File: config.mk
export PLATFORM = sky130hd
export DESIGN_NAME = nco_core
export DESIGN_NICKNAME = d
export VERILOG_FILES = /design/src/rtl/nco_pkg.sv /design/src/rtl/nco_clock_select.sv /design/src/rtl/nco_core.sv /design/src/rtl/nco_output_stage.sv
export SDC_FILE = /design/constraint.sdc
export NUM_CORES = 1
export LEC_CHECK = 0
export ABC_AREA = 1
export BUFFER_PORTS_ARGS = -buffer_cell sky130_fd_sc_hd__buf_2
export CORE_ASPECT_RATIO = 0.6
export CORE_MARGIN = 5
export CORE_UTILIZATION = 35
export CTS_CLUSTER_SIZE = 28
export DETAILED_ROUTE_END_ITERATION = 16
export SLEW_MARGIN = 30
export SYNTH_ARGS = -nofsm -noshare
export SYNTH_HDL_FRONTEND = slang
export SYNTH_HIERARCHICAL = 1
export SYNTH_SLANG_ARGS = --single-unit
export TNS_END_PERCENT = 10
File: constraint.sdc
create_clock -name CLK_I -period 2.5 [get_ports CLK_I]
set_clock_uncertainty 0.15 [all_clocks]
set_input_delay 0.375 -clock CLK_I [delete_from_list [all_inputs] [get_ports CLK_I]]
set_output_delay 0.375 -clock CLK_I [all_outputs]
set_load 0.02 [all_outputs]
File: src/rtl/nco_pkg.sv
/*
 * Shared constants and types of the numerically controlled oscillator:
 * register offsets, field positions, reset values and carriers.
 * Assumes a 32-bit APB register bus with byte-wide registers in bit 7:0.
 */
package nco_pkg;

    localparam int          ACC_W          = 20;
    localparam int          INC_W          = 16;
    localparam int          PADDR_W        = 8;
    localparam int          PW_CNT_W       = 8;

    // Register byte addresses, one aligned word each
    localparam logic [7:0]  OFS_CTRL       = 8'h00;
    localparam logic [7:0]  OFS_CLK_CFG    = 8'h04;
    localparam logic [7:0]  OFS_ACC_LOW    = 8'h08;
    localparam logic [7:0]  OFS_ACC_HIGH   = 8'h0C;
    localparam logic [7:0]  OFS_ACC_UPPER  = 8'h10;
    localparam logic [7:0]  OFS_INC_LOW    = 8'h14;
    localparam logic [7:0]  OFS_INC_HIGH   = 8'h18;

    // Field positions of oscillator_control
    localparam int          CTRL_EN_BIT    = 7;
    localparam int          CTRL_OE_BIT    = 6;
    localparam int          CTRL_OUT_BIT   = 5;
    localparam int          CTRL_POL_BIT   = 4;
    localparam int          CTRL_PFM_BIT   = 0;

    // Field positions of clock_pulse_config
    localparam int          CFG_PWS_LSB    = 5;
    localparam int          CFG_CKS_LSB    = 0;

    // Reset values and the increment load delay in ticks
    localparam logic [19:0] ACC_RESET      = 20'h00000;
    localparam logic [15:0] INC_RESET      = 16'h0001;
    localparam logic [1:0]  INC_LOAD_TICKS = 2'h2;
    localparam logic [7:0]  PW_CNT_RESET   = 8'h00;

    // Nominal rate of the internal high-frequency source, in MHz
    localparam int          HF_OSC_MHZ     = 16;

    typedef enum logic [1:0] {
        SRC_HF_OSC,
        SRC_SYS_OSC,
        SRC_LOGIC_CELL,
        SRC_EXT_PIN
    } clk_src_t;

    typedef struct packed {
        logic       en;
        logic       oe;
        logic       pol;
        logic       pfm;
    } ctrl_t;

    typedef struct packed {
        logic [2:0] pws;
        clk_src_t   cks;
    } clk_cfg_t;

    localparam ctrl_t       CTRL_RESET     = '{en: 1'b0, oe: 1'b0,
                                               pol: 1'b0, pfm: 1'b0};
    localparam clk_cfg_t    CLK_CFG_RESET  = '{pws: 3'h0,
                                               cks: SRC_HF_OSC};

endpackage
File: src/rtl/nco_clock_select.sv
/*
 * Oscillator source selection and rising-edge detection.
 * Assumes all source levels are already synchronous to CLK_I and run
 * below half its rate, so each rising source edge shows as one tick.
 */
`timescale 1ns/100ps
module nco_clock_select
    import nco_pkg::*;
(
    // Clock and reset
    input  wire logic       clk_i,
    input  wire logic       rst_n_i,
    // Sources and selection
    input  wire logic [3:0] src_i,
    input  clk_src_t        sel_i,
    // One-cycle tick per rising edge of the selected source
    output logic            tick_o
);

    logic sel_level;
    logic prev_level;

    // Source mux
    always_comb
    begin
        case (sel_i)
            SRC_HF_OSC:     sel_level = src_i[0];
            SRC_SYS_OSC:    sel_level = src_i[1];
            SRC_LOGIC_CELL: sel_level = src_i[2];
            SRC_EXT_PIN:    sel_level = src_i[3];
            default:        sel_level = 1'b0;
        endcase
    end

    always_ff @(posedge clk_i or negedge rst_n_i)
    begin
        if (!rst_n_i)
            prev_level <= 1'b0;
        else
            prev_level <= sel_level;
    end

    // A source switch may yield one stray tick; software switches disabled
    assign tick_o = sel_level & ~prev_level;

endmodule

File: src/rtl/nco_core.sv
/*
 * Numerically controlled oscillator register slice: APB register file,
 * 20-bit phase accumulator, double-buffered 16-bit increment, source
 * select and output stage.
 * Assumes a zero-wait APB master and oscillator sources that are
 * synchronous to CLK_I and slower than half its rate.
 */
// The APB register port and the address map are this design's own decisions.
`timescale 1ns/100ps
module nco_core
    import nco_pkg::*;
(
    // Clock and reset
    input  wire logic               CLK_I,
    input  wire logic               RST_N_I,
    // APB slave
    input  wire logic               PSEL_I,
    input  wire logic               PENABLE_I,
    input  wire logic               PWRITE_I,
    input  wire logic [PADDR_W-1:0] PADDR_I,
    input  wire logic [31:0]        PWDATA_I,
    input  wire logic [3:0]         PSTRB_I,
    output logic                    PREADY_O,
    output logic [31:0]             PRDATA_O,
    output logic                    PSLVERR_O,
    // Oscillator sources
    input  wire logic               HF_OSC_CLK_I,
    input  wire logic               SYS_OSC_CLK_I,
    input  wire logic               LOGIC_CELL_OUT_I,
    input  wire logic               EXT_CLK_PIN_I,
    // Waveform and events
    output logic                    ACC_CARRY_O,
    output logic                    NCO_OUT_O,
    output logic                    PULSE_MODE_O,
    output logic                    NCO_PIN_O,
    output logic                    NCO_PIN_OE_N_O
);

    ctrl_t              ctrl;
    clk_cfg_t           clk_cfg;
    logic [ACC_W-1:0]   acc;
    logic [INC_W-1:0]   inc_sw;
    logic [INC_W-1:0]   inc_buf;
    logic [1:0]         inc_pend;
    logic               inc_imm;
    logic               carry;
    logic               tick;
    logic               nco_out;
    logic [ACC_W:0]     next_sum;
    logic               setup;
    logic               access;
    logic               wr_byte;
    logic [7:0]         wdata;
    logic [7:0]         next_rdata;
    logic               next_err;
    logic               buf_load;

    function automatic logic hit(input logic [PADDR_W-1:0] addr,
                                 input logic [7:0]         ofs);
        hit = (addr == ofs);
    endfunction

    // Unmapped words answer with an error and read as zero
    function automatic logic mapped(input logic [PADDR_W-1:0] addr);
        mapped = hit(addr, OFS_CTRL)      || hit(addr, OFS_CLK_CFG)   ||
                 hit(addr, OFS_ACC_LOW)   || hit(addr, OFS_ACC_HIGH)  ||
                 hit(addr, OFS_ACC_UPPER) || hit(addr, OFS_INC_LOW)   ||
                 hit(addr, OFS_INC_HIGH);
    endfunction

    // Bus phases; zero-wait slave, answers in the first access cycle
    assign setup    = PSEL_I & ~PENABLE_I;
    assign access   = PSEL_I & PENABLE_I;
    assign PREADY_O = access;
    // Registers sit in byte lane 0, so only its strobe gates a write
    assign wr_byte  = access & PWRITE_I & PSTRB_I[0] & mapped(PADDR_I);
    assign wdata    = PWDATA_I[7:0];

    // Read data and error captured at setup so the data come from flops
    always_comb
    begin
        next_rdata = 8'h00;
        next_err   = ~mapped(PADDR_I);
        case (1'b1)
            hit(PADDR_I, OFS_CTRL):
            begin
                next_rdata[CTRL_EN_BIT]  = ctrl.en;
                next_rdata[CTRL_OE_BIT]  = ctrl.oe;
                next_rdata[CTRL_OUT_BIT] = nco_out;
                next_rdata[CTRL_POL_BIT] = ctrl.pol;
                next_rdata[CTRL_PFM_BIT] = ctrl.pfm;
            end
            hit(PADDR_I, OFS_CLK_CFG):
            begin
                next_rdata[CFG_PWS_LSB +: 3] = clk_cfg.pws;
                next_rdata[CFG_CKS_LSB +: 2] = clk_cfg.cks;
            end
            hit(PADDR_I, OFS_ACC_LOW):   next_rdata = acc[7:0];
            hit(PADDR_I, OFS_ACC_HIGH):  next_rdata = acc[15:8];
            hit(PADDR_I, OFS_ACC_UPPER): next_rdata = {4'h0, acc[19:16]};
            hit(PADDR_I, OFS_INC_LOW):   next_rdata = inc_sw[7:0];
            hit(PADDR_I, OFS_INC_HIGH):  next_rdata = inc_sw[15:8];
            default:                     next_rdata = 8'h00;
        endcase
    end

    always_ff @(posedge CLK_I or negedge RST_N_I)
    begin
        if (!RST_N_I)
        begin
            PRDATA_O  <= 32'h00000000;
            PSLVERR_O <= 1'b0;
        end
        else if (setup)
        begin
            PRDATA_O  <= {24'h000000, next_rdata};
            PSLVERR_O <= next_err;
        end
    end

    // Control register
    always_ff @(posedge CLK_I or negedge RST_N_I)
    begin
        if (!RST_N_I)
            ctrl <= CTRL_RESET;
        else if (wr_byte && hit(PADDR_I, OFS_CTRL))
        begin
            ctrl.en  <= wdata[CTRL_EN_BIT];
            ctrl.oe  <= wdata[CTRL_OE_BIT];
            ctrl.pol <= wdata[CTRL_POL_BIT];
            ctrl.pfm <= wdata[CTRL_PFM_BIT];
        end
    end

    // Clock and pulse width configuration
    always_ff @(posedge CLK_I or negedge RST_N_I)
    begin
        if (!RST_N_I)
            clk_cfg <= CLK_CFG_RESET;
        else if (wr_byte && hit(PADDR_I, OFS_CLK_CFG))
        begin
            clk_cfg.pws <= wdata[CFG_PWS_LSB +: 3];
            clk_cfg.cks <= clk_src_t'(wdata[CFG_CKS_LSB +: 2]);
        end
    end

    // Software view of the increment
    always_ff @(posedge CLK_I or negedge RST_N_I)
    begin
        if (!RST_N_I)
            inc_sw <= INC_RESET;
        else if (wr_byte)
        begin
            if (hit(PADDR_I, OFS_INC_LOW))
                inc_sw[7:0] <= wdata;
            if (hit(PADDR_I, OFS_INC_HIGH))
                inc_sw[15:8] <= wdata;
        end
    end

    // Load scheduling; relies on the high byte being written first
    always_ff @(posedge CLK_I or negedge RST_N_I)
    begin
        if (!RST_N_I)
            inc_imm <= 1'b0;
        else
            inc_imm <= wr_byte & ~ctrl.en &
                       (hit(PADDR_I, OFS_INC_LOW) |
                        hit(PADDR_I, OFS_INC_HIGH));
    end

    always_ff @(posedge CLK_I or negedge RST_N_I)
    begin
        if (!RST_N_I)
            inc_pend <= 2'h0;
        else if (wr_byte && ctrl.en && hit(PADDR_I, OFS_INC_LOW))
            inc_pend <= INC_LOAD_TICKS;
        else if (buf_load)
            inc_pend <= 2'h0;
        else if (tick && inc_pend != 2'h0)
            inc_pend <= inc_pend - 2'h1;
    end

    // Disabling while a load waits loads at once rather than stalling
    assign buf_load = inc_imm |
                      (inc_pend != 2'h0 && !ctrl.en) |
                      (tick && inc_pend == 2'h1);

    // Buffer is what the adder sees; software never reads it
    always_ff @(posedge CLK_I or negedge RST_N_I)
    begin
        if (!RST_N_I)
            inc_buf <= INC_RESET;
        else if (buf_load)
            inc_buf <= inc_sw;
    end

    nco_clock_select u_clock_select (
        .clk_i   (CLK_I),
        .rst_n_i (RST_N_I),
        .src_i   ({EXT_CLK_PIN_I, LOGIC_CELL_OUT_I,
                   SYS_OSC_CLK_I, HF_OSC_CLK_I}),
        .sel_i   (clk_cfg.cks),
        .tick_o  (tick)
    );

    // One bit wider so the carry out of bit 19 survives
    assign next_sum = {1'b0, acc} + {5'h00, inc_buf};

    // Accumulator; a software byte write wins over that tick's add
    always_ff @(posedge CLK_I or negedge RST_N_I)
    begin
        if (!RST_N_I)
            acc <= ACC_RESET;
        else if (wr_byte && hit(PADDR_I, OFS_ACC_LOW))
            acc[7:0] <= wdata;
        else if (wr_byte && hit(PADDR_I, OFS_ACC_HIGH))
            acc[15:8] <= wdata;
        else if (wr_byte && hit(PADDR_I, OFS_ACC_UPPER))
            acc[19:16] <= wdata[3:0];
        else if (tick && ctrl.en)
            acc <= next_sum[ACC_W-1:0];
    end

    // Registered so the carry leaves as a clean one-cycle pulse
    always_ff @(posedge CLK_I or negedge RST_N_I)
    begin
        if (!RST_N_I)
            carry <= 1'b0;
        else
            carry <= tick & ctrl.en & next_sum[ACC_W] &
                     ~(wr_byte & (hit(PADDR_I, OFS_ACC_LOW) |
                                  hit(PADDR_I, OFS_ACC_HIGH) |
                                  hit(PADDR_I, OFS_ACC_UPPER)));
    end

    nco_output_stage u_output_stage (
        .clk_i   (CLK_I),
        .rst_n_i (RST_N_I),
        .tick_i  (tick),
        .carry_i (carry),
        .en_i    (ctrl.en),
        .pfm_i   (ctrl.pfm),
        .pol_i   (ctrl.pol),
        .pws_i   (clk_cfg.pws),
        .out_o   (nco_out)
    );

    // Pin is driven low while the pin enable is off
    always_ff @(posedge CLK_I or negedge RST_N_I)
    begin
        if (!RST_N_I)
            NCO_PIN_O <= 1'b0;
        else
            NCO_PIN_O <= nco_out & ctrl.oe & ctrl.en;
    end

    // Enable is low while driving, so the pad floats through reset
    always_ff @(posedge CLK_I or negedge RST_N_I)
    begin
        if (!RST_N_I)
            NCO_PIN_OE_N_O <= 1'b1;
        else
            NCO_PIN_OE_N_O <= ~(ctrl.oe & ctrl.en);
    end

    assign ACC_CARRY_O  = carry;
    assign NCO_OUT_O    = nco_out;
    assign PULSE_MODE_O = ctrl.pfm;

endmodule

File: src/rtl/nco_output_stage.sv
/*
 * Output stage: toggles on overflow in fixed duty mode, or stretches a
 * pulse of 2**width ticks in pulse frequency mode, then applies polarity.
 * Assumes tick and carry from the accumulator, same clock.
 */
`timescale 1ns/100ps
module nco_output_stage
    import nco_pkg::*;
(
    // Clock and reset
    input  wire logic       clk_i,
    input  wire logic       rst_n_i,
    // Timing
    input  wire logic       tick_i,
    input  wire logic       carry_i,
    // Configuration
    input  wire logic       en_i,
    input  wire logic       pfm_i,
    input  wire logic       pol_i,
    input  wire logic [2:0] pws_i,
    // Output
    output logic            out_o
);

    logic                carry_seen;
    logic                raw_out;
    logic [PW_CNT_W-1:0] pw_cnt;

    // Set wins over the clear taken by the next tick
    always_ff @(posedge clk_i or negedge rst_n_i)
    begin
        if (!rst_n_i)
            carry_seen <= 1'b0;
        else if (carry_i)
            carry_seen <= 1'b1;
        else if (tick_i)
            carry_seen <= 1'b0;
    end

    always_ff @(posedge clk_i or negedge rst_n_i)
    begin
        if (!rst_n_i)
        begin
            raw_out <= 1'b0;
            pw_cnt  <= PW_CNT_RESET;
        end
        else if (!en_i)
        begin
            raw_out <= 1'b0;
            pw_cnt  <= PW_CNT_RESET;
        end
        else if (tick_i)
        begin
            if (!pfm_i)
            begin
                if (carry_seen)
                    raw_out <= ~raw_out;
                pw_cnt <= PW_CNT_RESET;
            end
            else if (carry_seen)
            begin
                raw_out <= 1'b1;
                pw_cnt  <= (8'h01 << pws_i) - 8'h01;
            end
            else if (pw_cnt != PW_CNT_RESET)
                pw_cnt <= pw_cnt - 8'h01;
            else
                raw_out <= 1'b0;
        end
    end

    assign out_o = raw_out ^ pol_i;

endmodule

Word level (Yosys, flattened, before mapping). Index checks and enable logic that the tools add are counted.

Eq/ne operators: 17. $add $sub $neg: 4. Reduce and logical (&&, ||, !) cells: 34. Shift-type cells: 1. Multiplexer cells: 58. Bitwise gates (word level): 30.

Operators with widths (number): 8-bit two-way mux (8); 1-bit two-way mux (29); 8-bit by 5-bit == test with 1-bit output, second input constant (3); 20-bit by 16-bit adder with 21-bit output (1); 3-bit two-way mux (7); 2-bit two-way mux (10); 20-bit two-way mux (1); 8-bit by 4-bit == test with 1-bit output, second input constant (2); 16-bit two-way mux (1); 8-bit by 1-bit subtractor with 8-bit output, second input constant (2); 1-bit AND (15); 3-bit AND reduction (4); 1-bit logical AND (11); 2-bit nonzero test (5); 1-bit inverter (9); 8-bit by 3-bit == test with 1-bit output, second input constant (1); 8-bit logical NOT (1); 8-bit nonzero test (1); 1-bit by 3-bit << shifter with 8-bit output, first input constant (1); 1-bit logical OR (6); 2-bit inequality test, second input constant (3); 3-bit by 2-bit inequality test with 1-bit output, second input constant (2); 2-bit AND reduction (3); 1-bit OR (5); other kinds (11) (13).

Input bits: 53. Logic and storage cells: 167. Bits in registers: 87.

Longest topological paths before layout.
Word-level depth: 12. Depth in mapped cells: 15.

Hierarchy. Netlist, hierarchy kept.

By module, submodules not included: nco_core (cells each 737, instances 1, area an instance 5036.1 µm², seq. area each 1905.6 µm²); nco_output_stage (cells each 123, instances 1, area an instance 798.3 µm², seq. area each 250.2 µm²); nco_clock_select (cells each 12, instances 1, area an instance 83.8 µm², seq. area each 25.0 µm²).

Worst setup path after synthesis. Ideal clock, no wire load.

Path type: reg-to-reg. Start: register acc[0]. End: register acc[18]. Required time: 2267 ps. Stages on the path, launching flop included: 12. Arrival time: 1746 ps. Path slack: 522 ps. Cells stage by stage: dfrtp_1 -> ha_1 -> fa_1 -> nand3_1 -> nand2_1 -> nand2_1 -> nand2_1 -> nand2_1 -> nand2_1 -> a21oi_1 -> nor2_1 -> o21ai_0.

Word-level cells in the longest chain between the ends: 3.

RTL lines: start, declared (line nco_core.sv:41) `logic [ACC_W-1:0] acc;`; start signal, assigned (line nco_core.sv:216) `acc[7:0] <= wdata;`; start signal, assigned (line nco_core.sv:222) `acc <= next_sum[ACC_W-1:0];`; 20-bit by 16-bit adder with 21-bit output (line nco_core.sv:208) `assign next_sum = {1'b0, acc} + {5'h00, inc_buf};`; 20-bit two-way mux (line nco_core.sv:221) `else if (tick && ctrl.en)`; 4-bit two-way mux (line nco_core.sv:219) `else if (wr_byte && hit(PADDR_I, OFS_ACC_UPPER))`.

Every way passes these cells. The select of a mux whose other input is x is not followed. A chain may end at the register's enable or synchronous reset.

Worst setup path in the final report. Ends and elaborated chain as after synthesis.

==> results by group <==
STA
  – Fin Setup TNS: 0 ps
  – Unrepaired setup endpoints after global routing: no
  – Fin. max-slew vios: 0
  – Final Hold Viols: 0
  – Worst rel slew slack: 52.75%
  – Slew @ Worst Pin: 708.0 ps
  – Setup-failing EPs final: 0
  – Fmax: 427.2 MHz
  – Minimum clock period: 2341 ps
  – Fin crit share: 93.63%
  – Hold slack final: 208.3 ps

Worst setup path
  – Worst path required time: 2610 ps
  – CP max FO: 4
  – Crit. End Element: flip-flop
  – CP Data Arrival Time: 2450 ps
  – CP Launch Type: flip-flop
  – Kind of critical path: reg2reg

Global routing
  – Global-route wire length before repair: 26760 µm
  – All-layer global routing usage: 17.45%
  – Vias in the first global route: 4644
  – Largest net degree at the start of global routing: 39
  – Antenna violations before repair: 1
  – GRT overflow: 0

Clock network
  – Max Root-Sink Buffers: 2
  – H-tree depth: 3
  – Number of buffers created by CTS: 9
  – CTS clk-pin slew, worst paths: 60 ps
  – CTS tree: done
  – Clock sinks: 87
  – Worst-Skew Late Latency: 340 ps
  – Post-CTS Setup Inserts: 0
  – CTS root buffer: clkbuf_16

Die
  – Core ar.: 0.01640 mm²
  – Initial Util: 36.10%
  – Die extent in x: 177.9 µm
  – Standard-cell row count: 36
  – Die area: 0.01970 mm²
  – Num ports: 92
  – Die Y: 110.7 µm

Routing
  – Pre-Repair DR Iteration Count: 5
  – Number of vias per cell: 4.763
  – Iteration-0 DRC Markers: 523
  – Vias: 5497
  – Routed Wire Length: 17500 µm
  – Post-route DRC: 0
  – Per-cell routed wire length: 15.16 µm
  – Routed Antenna Nets: 0

Power
  – VDD IR max: 0.3045 mV
  – PwrDens: 512.3 mW/mm²
  – Leak: 3.760 nW

Cells and area
  – Area growth, synth to finish: 12.41%
  – Share of layout cells above drive strength 1: 12.42%
  – Final net count: 994
  – Most frequent cells in the layout: 357 x nand2_1, 108 x inv_1, 84 x dfrtp_1
  – Most common cell after layout, fill and taps aside: nand2_1
  – N_diodes: 0
  – Util after Layout: 40.58%

Yosys
  – YS warnings: 6
  – Count of state elements after synthesis: 87
  – Dominant cells by area after synthesis: dfrtp_1 36%, nand2_1 23%, inv_1 6.8%, nand3_1 4.3%, ha_1 4.0%
  – Post-Syn Area: 0.005918 mm²
  – Yosys top cell area share: 35.52%
  – Dominant cell type by area after synthesis: dfrtp_1
  – Syn Inst Count: 872
  – Post-synth EDFFs: 0
  – Yosys cell types: 42
  – Syn Area/Cell: 6.787 µm²
  – Sequential-to-total area share from yosys stat: 36.85%
  – Async S/R FF share, synth: 100.0%
  – Synth Flop Type: dfrtp_1

Min path
  – HP Class: in2reg

Run status
  – Outcome: finished, final reports clean

Job
  – # Max-Cap Violations: 0

Placed design
  – HPWL after DPL: 14160 µm
  – GPL Wtd Cong: 0.9013
  – PortBufs: 40
-- worst max-delay path, cell delays in order (launching register included) --
cell and delay, ps:
dfrtp_1 400, ha_1 260, fa_1 410, nand3_1 90, nand2_1 120, nand2_1 90, nand2_1 110, nand2_2 130
nand2_1 120, a21oi_1 150, nor2_1 60, o21ai_0 160
-- metal layers --
metal | vias up | GRT usage [%] | wire, µm
met4 | 2 | 2.163 | 106
li1 | 2776 | - | -
met1 | 2499 | 31.85 | 9758
met5 | - | 0 | 13
met3 | 14 | 4.738 | 1831
met2 | 206 | 19.00 | 5784
-- cells in the mapped netlist, drive strengths merged (2+ instances only) --
library cell,number
dfrtp,84
xor2,9
clkbuf,5
a21oi,22
nand3,56
dfstp,3
ha,19
nand3b,2
inv,115
nor2,55
or2,3
nor3,7
o211ai,2
o21bai,2
buf,33
nand2,373
nand4,9
o21ai,62
-- power breakdown --
part	internal [mW]	total (mW)	switching, mW
Clock	0.883	1.46	0.576
Combinational	0.137	0.469	0.332
Sequential	1.45	1.48	0.0290
-- state kept, by name (all words and copies together), names as in the netlist, 2 cells and up --
| name | count |
|---|---|
| acc | 20 |
| inc_buf | 16 |
| u_output_stage/pw_cnt | 8 |
| inc_sw | 16 |
| PRDATA_O | 8 |
| ctrl | 3 |
| inc_pend | 2 |
| clk_cfg | 5 |
-- final timing paths --
kind                                      from  cells after the start  slack, ps                                   to
max                         acc[0]$_DFFE_PN0P_                     11        160                  acc[18]$_DFFE_PN0P_
min                           LOGIC_CELL_OUT_I                      5        210  u_clock_select/prev_level$_DFF_PN0_
max reg2reg                 acc[0]$_DFFE_PN0P_                     11        160                  acc[18]$_DFFE_PN0P_
min reg2reg                ctrl[2]$_DFFE_PN0P_                      1        320             NCO_PIN_OE_N_O$_DFF_PN1_
max in group asynchronous              RST_N_I                      3       1150               inc_buf[0]$_DFFE_PN1P_
min in group asynchronous              RST_N_I                      2        330               inc_sw[13]$_DFFE_PN0P_
-- stage by stage --
step	worst slack [ps]	cells	total power [mW]	instance area, µm²
5_1_grt	6.679	1154	3.560	6653
6_report	159.3	1154	3.408	6653
3_3_place_gp	231.3	1137	1.968	6319
2_1_floorplan	521.6	895	1.832	6005
4_1_cts	143.4	1154	3.427	6650
3_5_place_dp	170.8	1137	1.973	6319
-- layout make-up --
cell class                 instances  area, µm²
tap                              228      285.3
sequential                        87       2181
multi-input combinational        655       3118
timing repair buffer              53      315.3
clock buffer                      10      229.0
inverter                         115      431.7
clock inverter                     6      92.59
fill                            1783       9743
-- kinds of logic (layout without fill, tap and decap cells) --
group	Yosys count	in the layout	synth area share, %
AO/OA/AOI/OAI	94	94	8.964
XOR/XNOR	10	10	1.480
adder cells (fa/ha/maj)	20	20	4.355
buffers and inverters	153	184	11.97
flip-flops	87	87	36.85
other	1	24	0.06336
AND/OR/NAND/NOR	507	507	36.32
-- what timing repair did --
item / CTS / global route
hold endpoints to repair: 26 / 0
hold buffers: 1 / 0
setup endpoints to repair: 0 / 1
gates resized for setup: 0 / 1
Note: power is estimated with default switching activity, not from simulation.
